<file path="config.mk">
export PLATFORM = sky130hd
export DESIGN_NAME = radio_core_irq_time_addr_regs
export DESIGN_NICKNAME = d
export VERILOG_FILES = /design/src/verilog/radio_regs_pkg.sv /design/src/verilog/radio_core_irq_time_addr_regs.sv
export VERILOG_INCLUDE_DIRS = /design/src /design/src/verilog
export SDC_FILE = /design/constraint.sdc
export NUM_CORES = 1
export LEC_CHECK = 0
export ABC_AREA = 1
export BUFFER_PORTS_ARGS = -buffer_cell sky130_fd_sc_hd__clkbuf_2
export CAP_MARGIN = 20
export CORE_MARGIN = 2
export CORE_UTILIZATION = 35
export CTS_CLUSTER_DIAMETER = 100
export DETAILED_ROUTE_END_ITERATION = 7
export PLACE_DENSITY = 0.56
export SETUP_SLACK_MARGIN = 0.3
export SYNTH_ARGS = -nofsm -noshare
export SYNTH_HDL_FRONTEND = slang
export SYNTH_SLANG_ARGS = --single-unit
export TNS_END_PERCENT = 1
</file>
<file path="constraint.sdc">
create_clock -name clk_sys -period 1.7 [get_ports clk_sys]
set_clock_uncertainty 0.15 [all_clocks]
set_input_delay 0 -clock clk_sys [delete_from_list [all_inputs] [get_ports clk_sys]]
set_output_delay 0 -clock clk_sys [all_outputs]
set_load 0.02 [all_outputs]
</file>
<file path="src/verilog/radio_regs_cfg.svh">
`ifndef RADIO_REGS_CFG_SVH
`define RADIO_REGS_CFG_SVH

// ----------------------------------------------------------------
// Register byte addresses
// ----------------------------------------------------------------
`define OFS_CONTROL      32'h4000_0000
`define OFS_IRQ_MASK     32'h4000_000C
`define OFS_IRQ_MASKED   32'h4000_0010
`define OFS_IRQ_RAW      32'h4000_0014
`define OFS_IRQ_ACK      32'h4000_0018
`define OFS_BASE_SNAP    32'h4000_001C
`define OFS_FINE_SNAP    32'h4000_0020
`define OFS_ADDR_LOW     32'h4000_0024
`define OFS_ADDR_HIGH    32'h4000_0028
`define OFS_DESC_PTRS    32'h4000_002C

// ----------------------------------------------------------------
// Field positions and widths
// ----------------------------------------------------------------
`define IRQ_W            10
`define SLOT_W           27
`define FINE_W           10
`define ADDR_HI_W        16
`define PRIV_BIT         16
`define SAMPLE_BIT       0
`define XCHG_LSB         16
`define XCHG_W           16
`define RXDESC_W         15

// ----------------------------------------------------------------
// Reset values
// ----------------------------------------------------------------
`define IRQ_MASK_RST     10'h11F
`define ZERO_RST         32'h0000_0000

`endif

</file>
<file path="src/verilog/radio_regs_pkg.sv">
package radio_regs_pkg;

  // ----------------------------------------------------------------
  // One flag per interrupt source, bit 9 down to bit 0.
  // ----------------------------------------------------------------
  typedef struct packed {
    logic soft_irq;
    logic event_prefetch_abort;
    logic fine_target_timer;
    logic gross_target_timer;
    logic error_irq;
    logic cipher_done;
    logic end_of_event;
    logic end_of_sleep;
    logic packet_rx;
    logic slot_tick;
  } irq_vec_t;

  // ----------------------------------------------------------------
  // Register port request.
  // ----------------------------------------------------------------
  typedef struct packed {
    logic [31:0] addr;
    logic [31:0] wdata;
    logic        wr;
    logic        rd;
  } reg_req_t;

  // ----------------------------------------------------------------
  // Address and pointer settings handed to the link core.
  // ----------------------------------------------------------------
  typedef struct packed {
    logic [47:0] device_addr;
    logic        private_address_flag;
    logic [15:0] exchange_table_start;
    logic [14:0] rx_descriptor_list_start;
  } link_cfg_t;

endpackage

</file>
<file path="src/verilog/radio_core_irq_time_addr_regs.sv">
// Strobed register access is this design's own decision.
`timescale 1ns/1ps
`default_nettype none
`include "radio_regs_cfg.svh"

// Operation
// - Bit 9 shows pending software interrupt, masked at reset.
// - Bit 8 shows pending end-of-event/prefetch abort.
// - Bits 7,6 show fine/gross target timer.
// - Bits 5,4 show error and cipher done.
// - Bits 3,2 show end-of-event and end-of-sleep.
// - Bits 1,0 show packet receive and slot tick.
// - Writing one acknowledges, clearing raw and masked.
// - Acknowledge bits sit at raw status positions.
// - Acknowledge bits self-clear; reads return zero.
// - Ack bits 8,7,6 clear their matching flags.
// - Ack bits 4,2,1,0 clear their matching flags.
// - Slot counter snapshot at bits 26:0.
// - Microsecond counter snapshot at bits 9:0.
// - Sample trigger write refreshes both snapshots.
// - Lower 32 address bits, read-write, reset zero.
// - Upper 16 address bits at 15:0.
// - Privacy flag at bit 16, one means private.
// - Exchange table start at bits 31:16.
// - Receive descriptor list start at 14:0.
// - Masked status equals raw gated by mask.
// - Interrupt output is a level until acknowledged or masked.
module radio_core_irq_time_addr_regs #(
  parameter int IRQ_W  = `IRQ_W,
  parameter int SLOT_W = `SLOT_W,
  parameter int FINE_W = `FINE_W
) (
  input  wire logic                   clk_sys,
  input  wire logic                   srst,
  input  wire radio_regs_pkg::reg_req_t req,
  output logic [31:0]                 rdata,
  input  wire radio_regs_pkg::irq_vec_t irq_events,
  input  wire logic [SLOT_W-1:0]      slot_counter_value,
  input  wire logic [FINE_W-1:0]      microsecond_counter_value,
  output radio_regs_pkg::irq_vec_t    irq_raw,
  output logic                        irq,
  output radio_regs_pkg::link_cfg_t   link_cfg
);

  // ----------------------------------------------------------------
  // Decode
  // ----------------------------------------------------------------
  function automatic logic hit(input logic [31:0] a,
                               input logic [31:0] ofs);
    hit = (a == ofs);
  endfunction

  logic                  wr_ack;
  logic                  wr_mask;
  logic                  wr_ctrl;
  logic                  wr_lo;
  logic                  wr_hi;
  logic                  wr_ptr;
  logic [IRQ_W-1:0]      raw_reg;
  logic [IRQ_W-1:0]      raw_next;
  logic [IRQ_W-1:0]      mask_reg;
  logic [IRQ_W-1:0]      ack_pulse;
  logic [SLOT_W-1:0]     slot_snap_reg;
  logic [FINE_W-1:0]     fine_snap_reg;
  logic [31:0]           addr_lo_reg;
  logic [15:0]           addr_hi_reg;
  logic                  priv_reg;
  logic [15:0]           xchg_reg;
  logic [14:0]           rxdesc_reg;
  logic [31:0]           rd_next;

  assign wr_ack  = req.wr && hit(req.addr, `OFS_IRQ_ACK);
  assign wr_mask = req.wr && hit(req.addr, `OFS_IRQ_MASK);
  assign wr_ctrl = req.wr && hit(req.addr, `OFS_CONTROL);
  assign wr_lo   = req.wr && hit(req.addr, `OFS_ADDR_LOW);
  assign wr_hi   = req.wr && hit(req.addr, `OFS_ADDR_HIGH);
  assign wr_ptr  = req.wr && hit(req.addr, `OFS_DESC_PTRS);

  // ----------------------------------------------------------------
  // Interrupt status
  // ----------------------------------------------------------------
  // The acknowledge is a pulse, not storage, so it is zero again
  // once the clear has acted and reads of it return zero.
  assign ack_pulse = wr_ack ? req.wdata[IRQ_W-1:0]
                            : {IRQ_W{1'b0}};

  // A source raised in the cycle of its acknowledge stays pending.
  always_comb begin
    raw_next = (raw_reg & ~ack_pulse)
             | irq_events;
  end

  always_ff @(posedge clk_sys) begin
    if (srst) begin
      raw_reg <= {IRQ_W{1'b0}};
    end else begin
      raw_reg <= raw_next;
    end
  end

  always_ff @(posedge clk_sys) begin
    if (srst) begin
      mask_reg <= `IRQ_MASK_RST;
    end else if (wr_mask) begin
      mask_reg <= req.wdata[IRQ_W-1:0];
    end
  end

  // Raw flags ignore the mask entirely.
  assign irq_raw = raw_reg;
  // Level output: it falls when the flag is acknowledged or its mask bit is cleared.
  assign irq = |(raw_reg & mask_reg);

  // ----------------------------------------------------------------
  // Counter snapshots
  // ----------------------------------------------------------------
  // Live counters move every microsecond, so software reads a held
  // copy taken on its own trigger rather than a moving value.
  always_ff @(posedge clk_sys) begin
    if (srst) begin
      slot_snap_reg <= {SLOT_W{1'b0}};
      fine_snap_reg <= {FINE_W{1'b0}};
    end else if (wr_ctrl && req.wdata[`SAMPLE_BIT]) begin
      slot_snap_reg <= slot_counter_value;
      fine_snap_reg <= microsecond_counter_value;
    end
  end

  // ----------------------------------------------------------------
  // Address and pointers
  // ----------------------------------------------------------------
  always_ff @(posedge clk_sys) begin
    if (srst) begin
      addr_lo_reg <= `ZERO_RST;
    end else if (wr_lo) begin
      addr_lo_reg <= req.wdata;
    end
  end

  always_ff @(posedge clk_sys) begin
    if (srst) begin
      addr_hi_reg <= 16'h0000;
      priv_reg    <= 1'b0;
    end else if (wr_hi) begin
      addr_hi_reg <= req.wdata[`ADDR_HI_W-1:0];
      priv_reg    <= req.wdata[`PRIV_BIT];
    end
  end

  always_ff @(posedge clk_sys) begin
    if (srst) begin
      xchg_reg   <= 16'h0000;
      rxdesc_reg <= 15'h0000;
    end else if (wr_ptr) begin
      xchg_reg   <= req.wdata[`XCHG_LSB +: `XCHG_W];
      rxdesc_reg <= req.wdata[`RXDESC_W-1:0];
    end
  end

  assign link_cfg.device_addr              = {addr_hi_reg, addr_lo_reg};
  assign link_cfg.private_address_flag     = priv_reg;
  assign link_cfg.exchange_table_start     = xchg_reg;
  assign link_cfg.rx_descriptor_list_start = rxdesc_reg;

  // ----------------------------------------------------------------
  // Read path
  // ----------------------------------------------------------------
  always_comb begin
    rd_next = 32'h0000_0000;
    case (req.addr)
      `OFS_IRQ_MASK:   rd_next[IRQ_W-1:0]  = mask_reg;
      `OFS_IRQ_MASKED: rd_next[IRQ_W-1:0]  = raw_reg & mask_reg;
      `OFS_IRQ_RAW:    rd_next[IRQ_W-1:0]  = raw_reg;
      `OFS_BASE_SNAP:  rd_next[SLOT_W-1:0] = slot_snap_reg;
      `OFS_FINE_SNAP:  rd_next[FINE_W-1:0] = fine_snap_reg;
      `OFS_ADDR_LOW:   rd_next             = addr_lo_reg;
      `OFS_ADDR_HIGH:  rd_next             = {15'h0000, priv_reg,
                                              addr_hi_reg};
      `OFS_DESC_PTRS:  rd_next             = {xchg_reg, 1'b0,
                                              rxdesc_reg};
      default:         rd_next             = 32'h0000_0000;
    endcase
  end

  // Data stand for exactly the cycle after the read strobe.
  always_ff @(posedge clk_sys) begin
    if (srst) begin
      rdata <= 32'h0000_0000;
    end else if (req.rd) begin
      rdata <= rd_next;
    end else begin
      rdata <= 32'h0000_0000;
    end
  end

endmodule
`default_nettype wire

</file>
==> impl_metrics.py, run 1 <==
metrics = {
    "clock_tree": {
        "clock_latency_ns": 0.43,
        "cts_tree": "yes",
        "root_buffer": "clkbuf_16",
        "cts_inserted_buffers": 17,
        "clkSinkCount": 169,
        "h-tree-depth": 4,
        "cts.reportedPaths.clkPinSlew_ns": 0.07,
        "cts_max_path_buffers": 2,
    },
    "yosys": {
        "seq_area_frac_synth_pct": 46.7,
        "syn_nets": 1147,
        "avgSynthCellArea_sq_um": 7.02,
        "netlist_instances": 1032,
        "synth_area_leaders": "dfxtp_1 (47%), nor2_1 (14%), nand2_1 (8.8%)",
        "yosys.area.top_type": "dfxtp_1",
        "ys_seq_elements": 169,
        "syn-cell-area_sq_mm": 0.00724,
        "synth_top_area_share_pct": 46.7,
        "synth_cell_types": 24,
        "ys_warn_count": 0,
    },
    "route": {
        "vias_per_cell": 4.70,
        "wl_per_cell_um": 14.8,
        "vias": 7651,
        "drc_errors": 0,
        "drt_iter0_drc": 433,
        "wl_um": 24100,
        "ant_nets": 0,
        "first_pass_iters": 5,
    },
    "sta": {
        "tightest_slew_ns": 0.562,
        "setup_viol": 0,
        "fmax_ghz": 0.605,
        "slew_headroom_pct": 62.4,
        "fin_crit_ns": 1.65,
        "period_share_pct": 97.3,
        "setup_tns_ns": 0,
        "holdWs_ns": 0.0343,
        "maxSlewViolCount": 0,
        "rsz0062_at_grt": "yes",
        "final-hold-violation-count": 0,
    },
    "floorplan": {
        "io_pins": 238,
        "coreArea_sq_mm": 0.0203,
        "dieArea_sq_mm": 0.0219,
        "rows": 52,
        "dieWidth_um": 148,
        "initial_core_util_pct": 35.7,
        "dieHeight_um": 148,
    },
    "power": {
        "peakVddDrop_mv": 0.617,
        "p_leak_uw": 0.00519,
        "power.density_mw_per_mm2": 813,
        "finalPower_uw": 8340,
    },
    "finish": {
        "nets": 1461,
        "fillers": 2082,
        "area_growth_pct": 41.6,
        "final_util_pct": 50.5,
        "mostFrequentLayoutCells": "nor2_1 (262), clkbuf_2 (236), nand2_1 (168)",
        "drive_above_1_share_pct": 26.0,
        "mostFrequentLayoutCell": "nor2_1",
        "diodes": 0,
    },
    "global_routing": {
        "gr-total-overflow": 0,
        "met1_usage_pct": 30.3,
        "antenna_found_initial": 0,
        "grt_max_degree": 57,
        "grt_pass1_vias": 7182,
        "use_met2_pct": 35.6,
        "globalRouteMet3Util_pct": 4.17,
        "grtUsageTotal_pct": 22.1,
        "top_usage_layer": "met2",
        "grt_pass1_wl_um": 38200,
    },
    "setup_path": {
        "worst-path-max-fanout": 2,
        "cp-start-kind": "flop",
        "critical_path_class": "reg2out",
        "cp.arrival_ns": 1.50,
        "end_kind": "output pin",
        "worstPathRequired_ns": 1.55,
        "r2r_cells": 8,
    },
    "worst_hold_path": {
        "hp-class": "in2reg",
        "whs_path_depth": 5,
    },
    "placement": {
        "numPortBuffers": 237,
        "hpwl_um": 16900,
        "gp_congestion": 0.869,
    },
    "status": {
        "run_status": "finished clean",
    },
    "flow_run": {
        "drv_cap": 0,
    },
}
[synthesized netlist by cell type]
cell and number:
nor2_1 263, dfxtp_1 169, nand2_1 169, nand3_1 107, o21ai_0 62, o21ai_1 59, inv_1 47, a21oi_1 43
buf_2 29, clkbuf_1 18, inv_2 15, buf_6 11, nor2_2 7, nor2_4 7, buf_4 6, o211ai_1 6
and2_1 3, nand2_2 3, nand3b_1 2, nor4_1 2, nand2_4 1, nand4_1 1, nand4_2 1, nor3_1 1
[layout make-up]
type / count / area, sq um / share of cell area (%)
Timing Repair Buffer: 359 / 2430 / 23.7
Clock inverter: 12 / 114 / 1.11
Multi-Input combinational cell: 737 / 3280 / 32.0
Clock buffer: 20 / 467 / 4.55
Tap cell: 270 / 338 / 3.29
Sequential cell: 169 / 3390 / 33.1
Inverter: 62 / 233 / 2.27
[per-layer routing]
metal | share of wire [%] | wire, um
met5 | 0 | 0
met4 | 1.3 | 317
met3 | 6.3 | 1530
met2 | 45 | 10900
met1 | 47 | 11300
[repair_timing]
action,4_1_cts,5_1_grt
resized for setup,14,3
endpoints found under the hold margin,166,0
hold buffers,84,0
buffers inserted,4,1
pin swaps,3,2
setup endpoints to repair,1,53
[through the flow]
stage               std cells  area, sq um  setup slack, ns
floorplan                1032         7240            0.386
global placement         1508         8750           0.0746
detailed placement       1508         8750           0.0337
CTS                      1628        10200           0.0317
global route             1629        10300          -0.0541
finish                   1629        10300           0.0458
[worst paths after layout]
kind	startpoint	end	slack, ns
max	irq_raw[4]	irq	0.05
max reg2reg	irq_raw[4]	rdata[4]	0.40
min	srst	fine_snap_reg[2]	0.03
min reg2reg	xchg_reg[15]	rdata[31]	0.34
[report_power, final]
part           leakage [uW]  switching, uW  internal (uW)
Sequential          0.00137           19.7           3980
Clock              0.000288           1630           2150
Combinational       0.00354            263            292
Total               0.00519           1920           6420
[critical path, cell delays in order, from the launching register on]
cell and delay (ns):
dfxtp_4 0.35, nand2_2 0.06, inv_2 0.05, nor4_4 0.26, nand4_1 0.17, clkbuf_8 0.19
[cell families after synthesis]
family / share of synthesized area [%]
AND/OR/NAND/NOR: 32.9
buffers and inverters: 8.48
AO/OA/AOI/OAI: 12.0
flip-flops: 46.7
No activity file was read; power rests on OpenSTA's default activity.
==> run 2, diff against run 1 <==
- BUFFER_PORTS_ARGS: -buffer_cell sky130_fd_sc_hd__clkbuf_2 -> -buffer_cell sky130_fd_sc_hd__buf_2
==> run 2 against run 1 <==
Clock power rose by 1%. Register-to-register slack better by 0.14 ns. Via count grew 0.35%. Final cell count is 0.43% higher. Largest cell class unchanged. Largest power group unchanged. Highest routed layer unchanged.
==> impl_metrics.py, run 2 (synthesized netlist as in run 1, its figures left out) <==
metrics = {
    "status": {
        "run_status": "finished clean",
    },
    "clock_tree": {
        "cts_tree": "yes",
        "cts_max_path_buffers": 2,
        "cts.reportedPaths.clkPinSlew_ns": 0.07,
        "clkSinkCount": 169,
        "h-tree-depth": 4,
        "root_buffer": "clkbuf_16",
        "clock_latency_ns": 0.43,
        "cts_inserted_buffers": 17,
    },
    "route": {
        "drc_errors": 0,
        "vias": 7678,
        "drt_iter0_drc": 454,
        "wl_per_cell_um": 14.8,
        "wl_um": 24200,
        "ant_nets": 0,
        "first_pass_iters": 4,
        "vias_per_cell": 4.69,
    },
    "setup_path": {
        "end_kind": "output pin",
        "cpPeakStageDelay_ns": 0.33,
        "cp-start-kind": "flop",
        "worstPathRequired_ns": 1.55,
        "worst-path-max-fanout": 2,
        "r2r_cells": 6,
        "critical_path_class": "reg2out",
        "cp.arrival_ns": 1.50,
        "cp_slowest_cell": "dfxtp_2",
        "path_cells": "nand2_2, inv_2, nor4_4, nand4_1, buf_6",
    },
    "worst_hold_path": {
        "whs_path_depth": 5,
        "hp-class": "in2reg",
    },
    "floorplan": {
        "dieArea_sq_mm": 0.0219,
        "rows": 52,
        "initial_core_util_pct": 35.7,
        "io_pins": 238,
        "dieHeight_um": 148,
        "coreArea_sq_mm": 0.0203,
        "dieWidth_um": 148,
    },
    "global_routing": {
        "grt_max_degree": 39,
        "use_met2_pct": 34.9,
        "grt_pass1_wl_um": 37600,
        "top_usage_layer": "met2",
        "met1_usage_pct": 29.9,
        "globalRouteMet3Util_pct": 4.29,
        "grt_pass1_vias": 7202,
        "grtUsageTotal_pct": 21.8,
        "gr-total-overflow": 0,
        "antenna_found_initial": 0,
    },
    "power": {
        "power.density_mw_per_mm2": 812,
        "p_leak_uw": 0.00528,
        "peakVddDrop_mv": 0.533,
        "finalPower_uw": 8370,
    },
    "placement": {
        "numPortBuffers": 237,
        "place_area_sq_mm": 0.00879,
        "gp_congestion": 0.870,
        "hpwl_um": 17300,
    },
    "finish": {
        "final_util_pct": 50.8,
        "diodes": 0,
        "nets": 1468,
        "drive_above_1_share_pct": 27.2,
        "mostFrequentLayoutCell": "nor2_1",
        "area_growth_pct": 42.4,
        "mostFrequentLayoutCells": "nor2_1 (263), buf_2 (236), nand2_1 (166)",
        "design_area_sq_mm": 0.0103,
    },
    "sta": {
        "holdWs_ns": 0.0322,
        "tightest_slew_ns": 0.560,
        "fmax_ghz": 0.606,
        "maxSlewViolCount": 0,
        "setup_viol": 0,
        "slew_headroom_pct": 62.6,
        "setup_tns_ns": 0,
        "period_share_pct": 97.1,
        "fin_crit_ns": 1.65,
        "final-hold-violation-count": 0,
        "rsz0062_at_grt": "yes",
    },
    "flow_run": {
        "drv_cap": 0,
    },
}
-- run 2: where the power goes --
part	internal, uW	total (uW)	switching [uW]	leakage [uW]
Clock	2140	3830	1690	0.000280
Sequential	3980	3990	17.3	0.00137
Combinational	289	552	263	0.00364
-- run 2: stage by stage --
stage	std cells	setup WS (ns)
final	1636	0.0494
after floorplan	1032	0.386
after CTS	1634	0.0368
after global routing	1636	-0.0522
after global placement	1516	0.0532
after detailed placement	1516	0.0192
-- run 2: what timing repair did --
| item | in CTS | in global routing |
|---|---|---|
| resized for setup | 12 | 17 |
| setup buffers | 4 | 2 |
| pin swaps | 4 | 3 |
| hold buffers | 82 | 0 |
| gates cloned | 0 | 0 |
| endpoints found under the setup margin | 1 | 4 |
| endpoints found under the hold margin | 157 | 0 |
-- run 2: worst paths after layout --
kind / startpoint / slack (ns) / endpoint
min reg2reg: addr_lo_reg[30] / 0.34 / rdata[30]
max reg2reg: irq_raw[2] / 0.54 / rdata[2]
max: irq_raw[3] / 0.05 / irq
min: req[1] / 0.03 / addr_lo_reg[9]
-- run 2: layout make-up --
| type | count | area (sq um) |
|---|---|---|
| fillers | 2056 | 9990 |
| clock buffers | 19 | 453 |
| multi-input cells | 737 | 3280 |
| repair buffers | 366 | 2470 |
| clock inverters | 13 | 136 |
| flip-flops and latches | 169 | 3400 |
| inverters | 62 | 235 |
| well taps | 270 | 338 |
-- run 2: critical path, delay by kind of cell, from the launching register on --
family,cells,cell delay (ns)
buffers and inverters,2,0.23
AND/OR/NAND/NOR,3,0.51
flip-flops,1,0.33
-- run 2: layer usage --
layer	vias up	share of wire [%]	wire [um]
li1	3951	-	-
met1	3408	47	11200
met2	294	45	10900
met3	25	6.8	1640
met4	0	1.7	414
met5	-	0	0
==> run 3, diff against run 2 <==
- PLACE_DENSITY: 0.56 -> default
- PLACE_DENSITY_LB_ADDON: default -> 0.25
==> run 3 against run 2 <==
Die area did not move. Critical path type unchanged. Clock power fell by 7.8%. Combinational power barely moved. Highest routed layer unchanged. Final cell count fell by 0.31%. Utilization fell by 0.062 points. Non-clock buffer count fell by 5. Register-to-register slack got worse by 0.02 ns.
==> impl_metrics.py, run 3 (synthesized netlist as in run 1, its figures left out) <==
metrics = {
    "clock_tree": {
        "cts_tree": "yes",
        "root_buffer": "clkbuf_16",
        "cts_inserted_buffers": 17,
        "clock_latency_ns": 0.42,
        "clkSinkCount": 169,
        "cts_max_path_buffers": 2,
        "h-tree-depth": 4,
        "cts.reportedPaths.clkPinSlew_ns": 0.07,
    },
    "finish": {
        "mostFrequentLayoutCell": "nor2_1",
        "area_growth_pct": 42.2,
        "drive_above_1_share_pct": 26.5,
        "fillers": 2032,
        "final_util_pct": 50.7,
        "diodes": 0,
        "mostFrequentLayoutCells": "nor2_1 (263), buf_2 (236), nand2_1 (167)",
        "nets": 1463,
    },
    "setup_path": {
        "r2r_start": "irq_raw[6]",
        "worstPathRequired_ns": 1.55,
        "crit_path_start": "mask_reg[5]",
        "cp.arrival_ns": 1.45,
        "worst-path-max-fanout": 2,
        "end_kind": "output pin",
        "critical_path_class": "reg2out",
        "cp-start-kind": "flop",
    },
    "floorplan": {
        "dieWidth_um": 148,
        "rows": 52,
        "coreArea_sq_mm": 0.0203,
        "dieHeight_um": 148,
        "io_pins": 238,
        "dieArea_sq_mm": 0.0219,
        "initial_core_util_pct": 35.7,
    },
    "global_routing": {
        "grt_pass1_wl_um": 37600,
        "gr-total-overflow": 0,
        "grt_pass1_vias": 7067,
        "antenna_found_initial": 0,
        "grtUsageTotal_pct": 21.8,
        "grt_max_degree": 73,
    },
    "placement": {
        "gp_congestion": 0.856,
        "hpwl_um": 17000,
        "numPortBuffers": 237,
    },
    "route": {
        "wl_per_cell_um": 14.9,
        "drt_iter0_drc": 415,
        "wl_um": 24200,
        "vias_per_cell": 4.75,
        "ant_nets": 0,
        "drc_errors": 0,
        "first_pass_iters": 5,
        "vias": 7743,
    },
    "worst_hold_path": {
        "hp-start": "req[1]",
        "hp-class": "in2reg",
    },
    "power": {
        "finalPower_uw": 8080,
        "peakVddDrop_mv": 0.568,
        "power.density_mw_per_mm2": 785,
        "p_leak_uw": 0.00526,
    },
    "sta": {
        "slew_headroom_pct": 61.7,
        "final-hold-violation-count": 0,
        "rsz0062_at_grt": "yes",
        "period_share_pct": 94.3,
        "maxSlewViolCount": 0,
        "setup_viol": 0,
        "setup_tns_ns": 0,
        "tightest_slew_ns": 0.574,
        "fmax_ghz": 0.624,
        "fin_crit_ns": 1.60,
    },
    "status": {
        "run_status": "finished clean",
    },
    "flow_run": {
        "drv_cap": 0,
    },
}
==> run 3: cell types whose count changed in the layout (fill, tap and decap cells not counted), moves of 2 or more <==
cell,before,now
inv_8,2,0
inv_1,40,42
clkinv_2,0,4
buf_12,8,15
clkbuf_1,0,3
dfxtp_4,2,0
nand2_2,6,4
clkinv_4,5,1
buf_4,39,27
==> run 3: stage by stage <==
stage | instance area [sq um] | setup slack, ns | hold slack [ns] | instances
4_1_cts | 10300 | 0.0679 | 0.0745 | 1631
2_1_floorplan | 7240 | 0.386 | -0.0326 | 1032
3_3_place_gp | 8840 | 0.0128 | 0.0598 | 1511
3_5_place_dp | 8840 | -0.0580 | 0.0616 | 1511
5_1_grt | 10300 | 0.0131 | 0.0442 | 1631
6_report | 10300 | 0.0974 | 0.0386 | 1631
==> run 3: final timing paths <==
kind | slack [ns] | end | depth (start not counted)
worst max-delay path | 0.1 | irq | 5
worst min-delay path | 0.04 | addr_hi_reg[3] | 5
worst max register to register | 0.52 | rdata[6] | 6
worst min register to register | 0.33 | rdata[30] | 2
==> run 3: worst max-delay path: stages, from the launching register on <==
cell,delay (ns)
dfxtp_2,0.33
nand2_2,0.06
inv_2,0.05
nor4_4,0.26
nand4_1,0.16
buf_6,0.17
==> run 3: repair_timing <==
action / in CTS / in global routing
hold buffers: 82 / 0
endpoints found under the setup margin: 1 / 63
pin swaps: 4 / 4
endpoints found under the hold margin: 158 / 0
setup buffers: 6 / 0
resized for setup: 12 / 10
==> run 3: area by class of cell <==
cell class | instances | area (sq um) | share of cell area, %
sequential | 169 | 3390 | 33.0
clock buffer | 22 | 464 | 4.51
multi-input combinational | 737 | 3290 | 31.9
timing repair buffer | 361 | 2520 | 24.4
tap | 270 | 338 | 3.28
inverter | 62 | 233 | 2.26
clock inverter | 10 | 68.8 | 0.668
==> run 3: where the power goes <==
group	switching [uW]	total [uW]	internal, uW
combinational	263	552	289
sequential	18.5	4000	3980
clock	1580	3530	1950
==> run 3: metal layers <==
layer	track usage (%)	share of wire, %	vias up
li1	-	-	3950
met5	0	0	-
met2	35.2	46	306
met4	5.71	1.4	0
met3	4.35	7.4	24
met1	29.8	46	3463
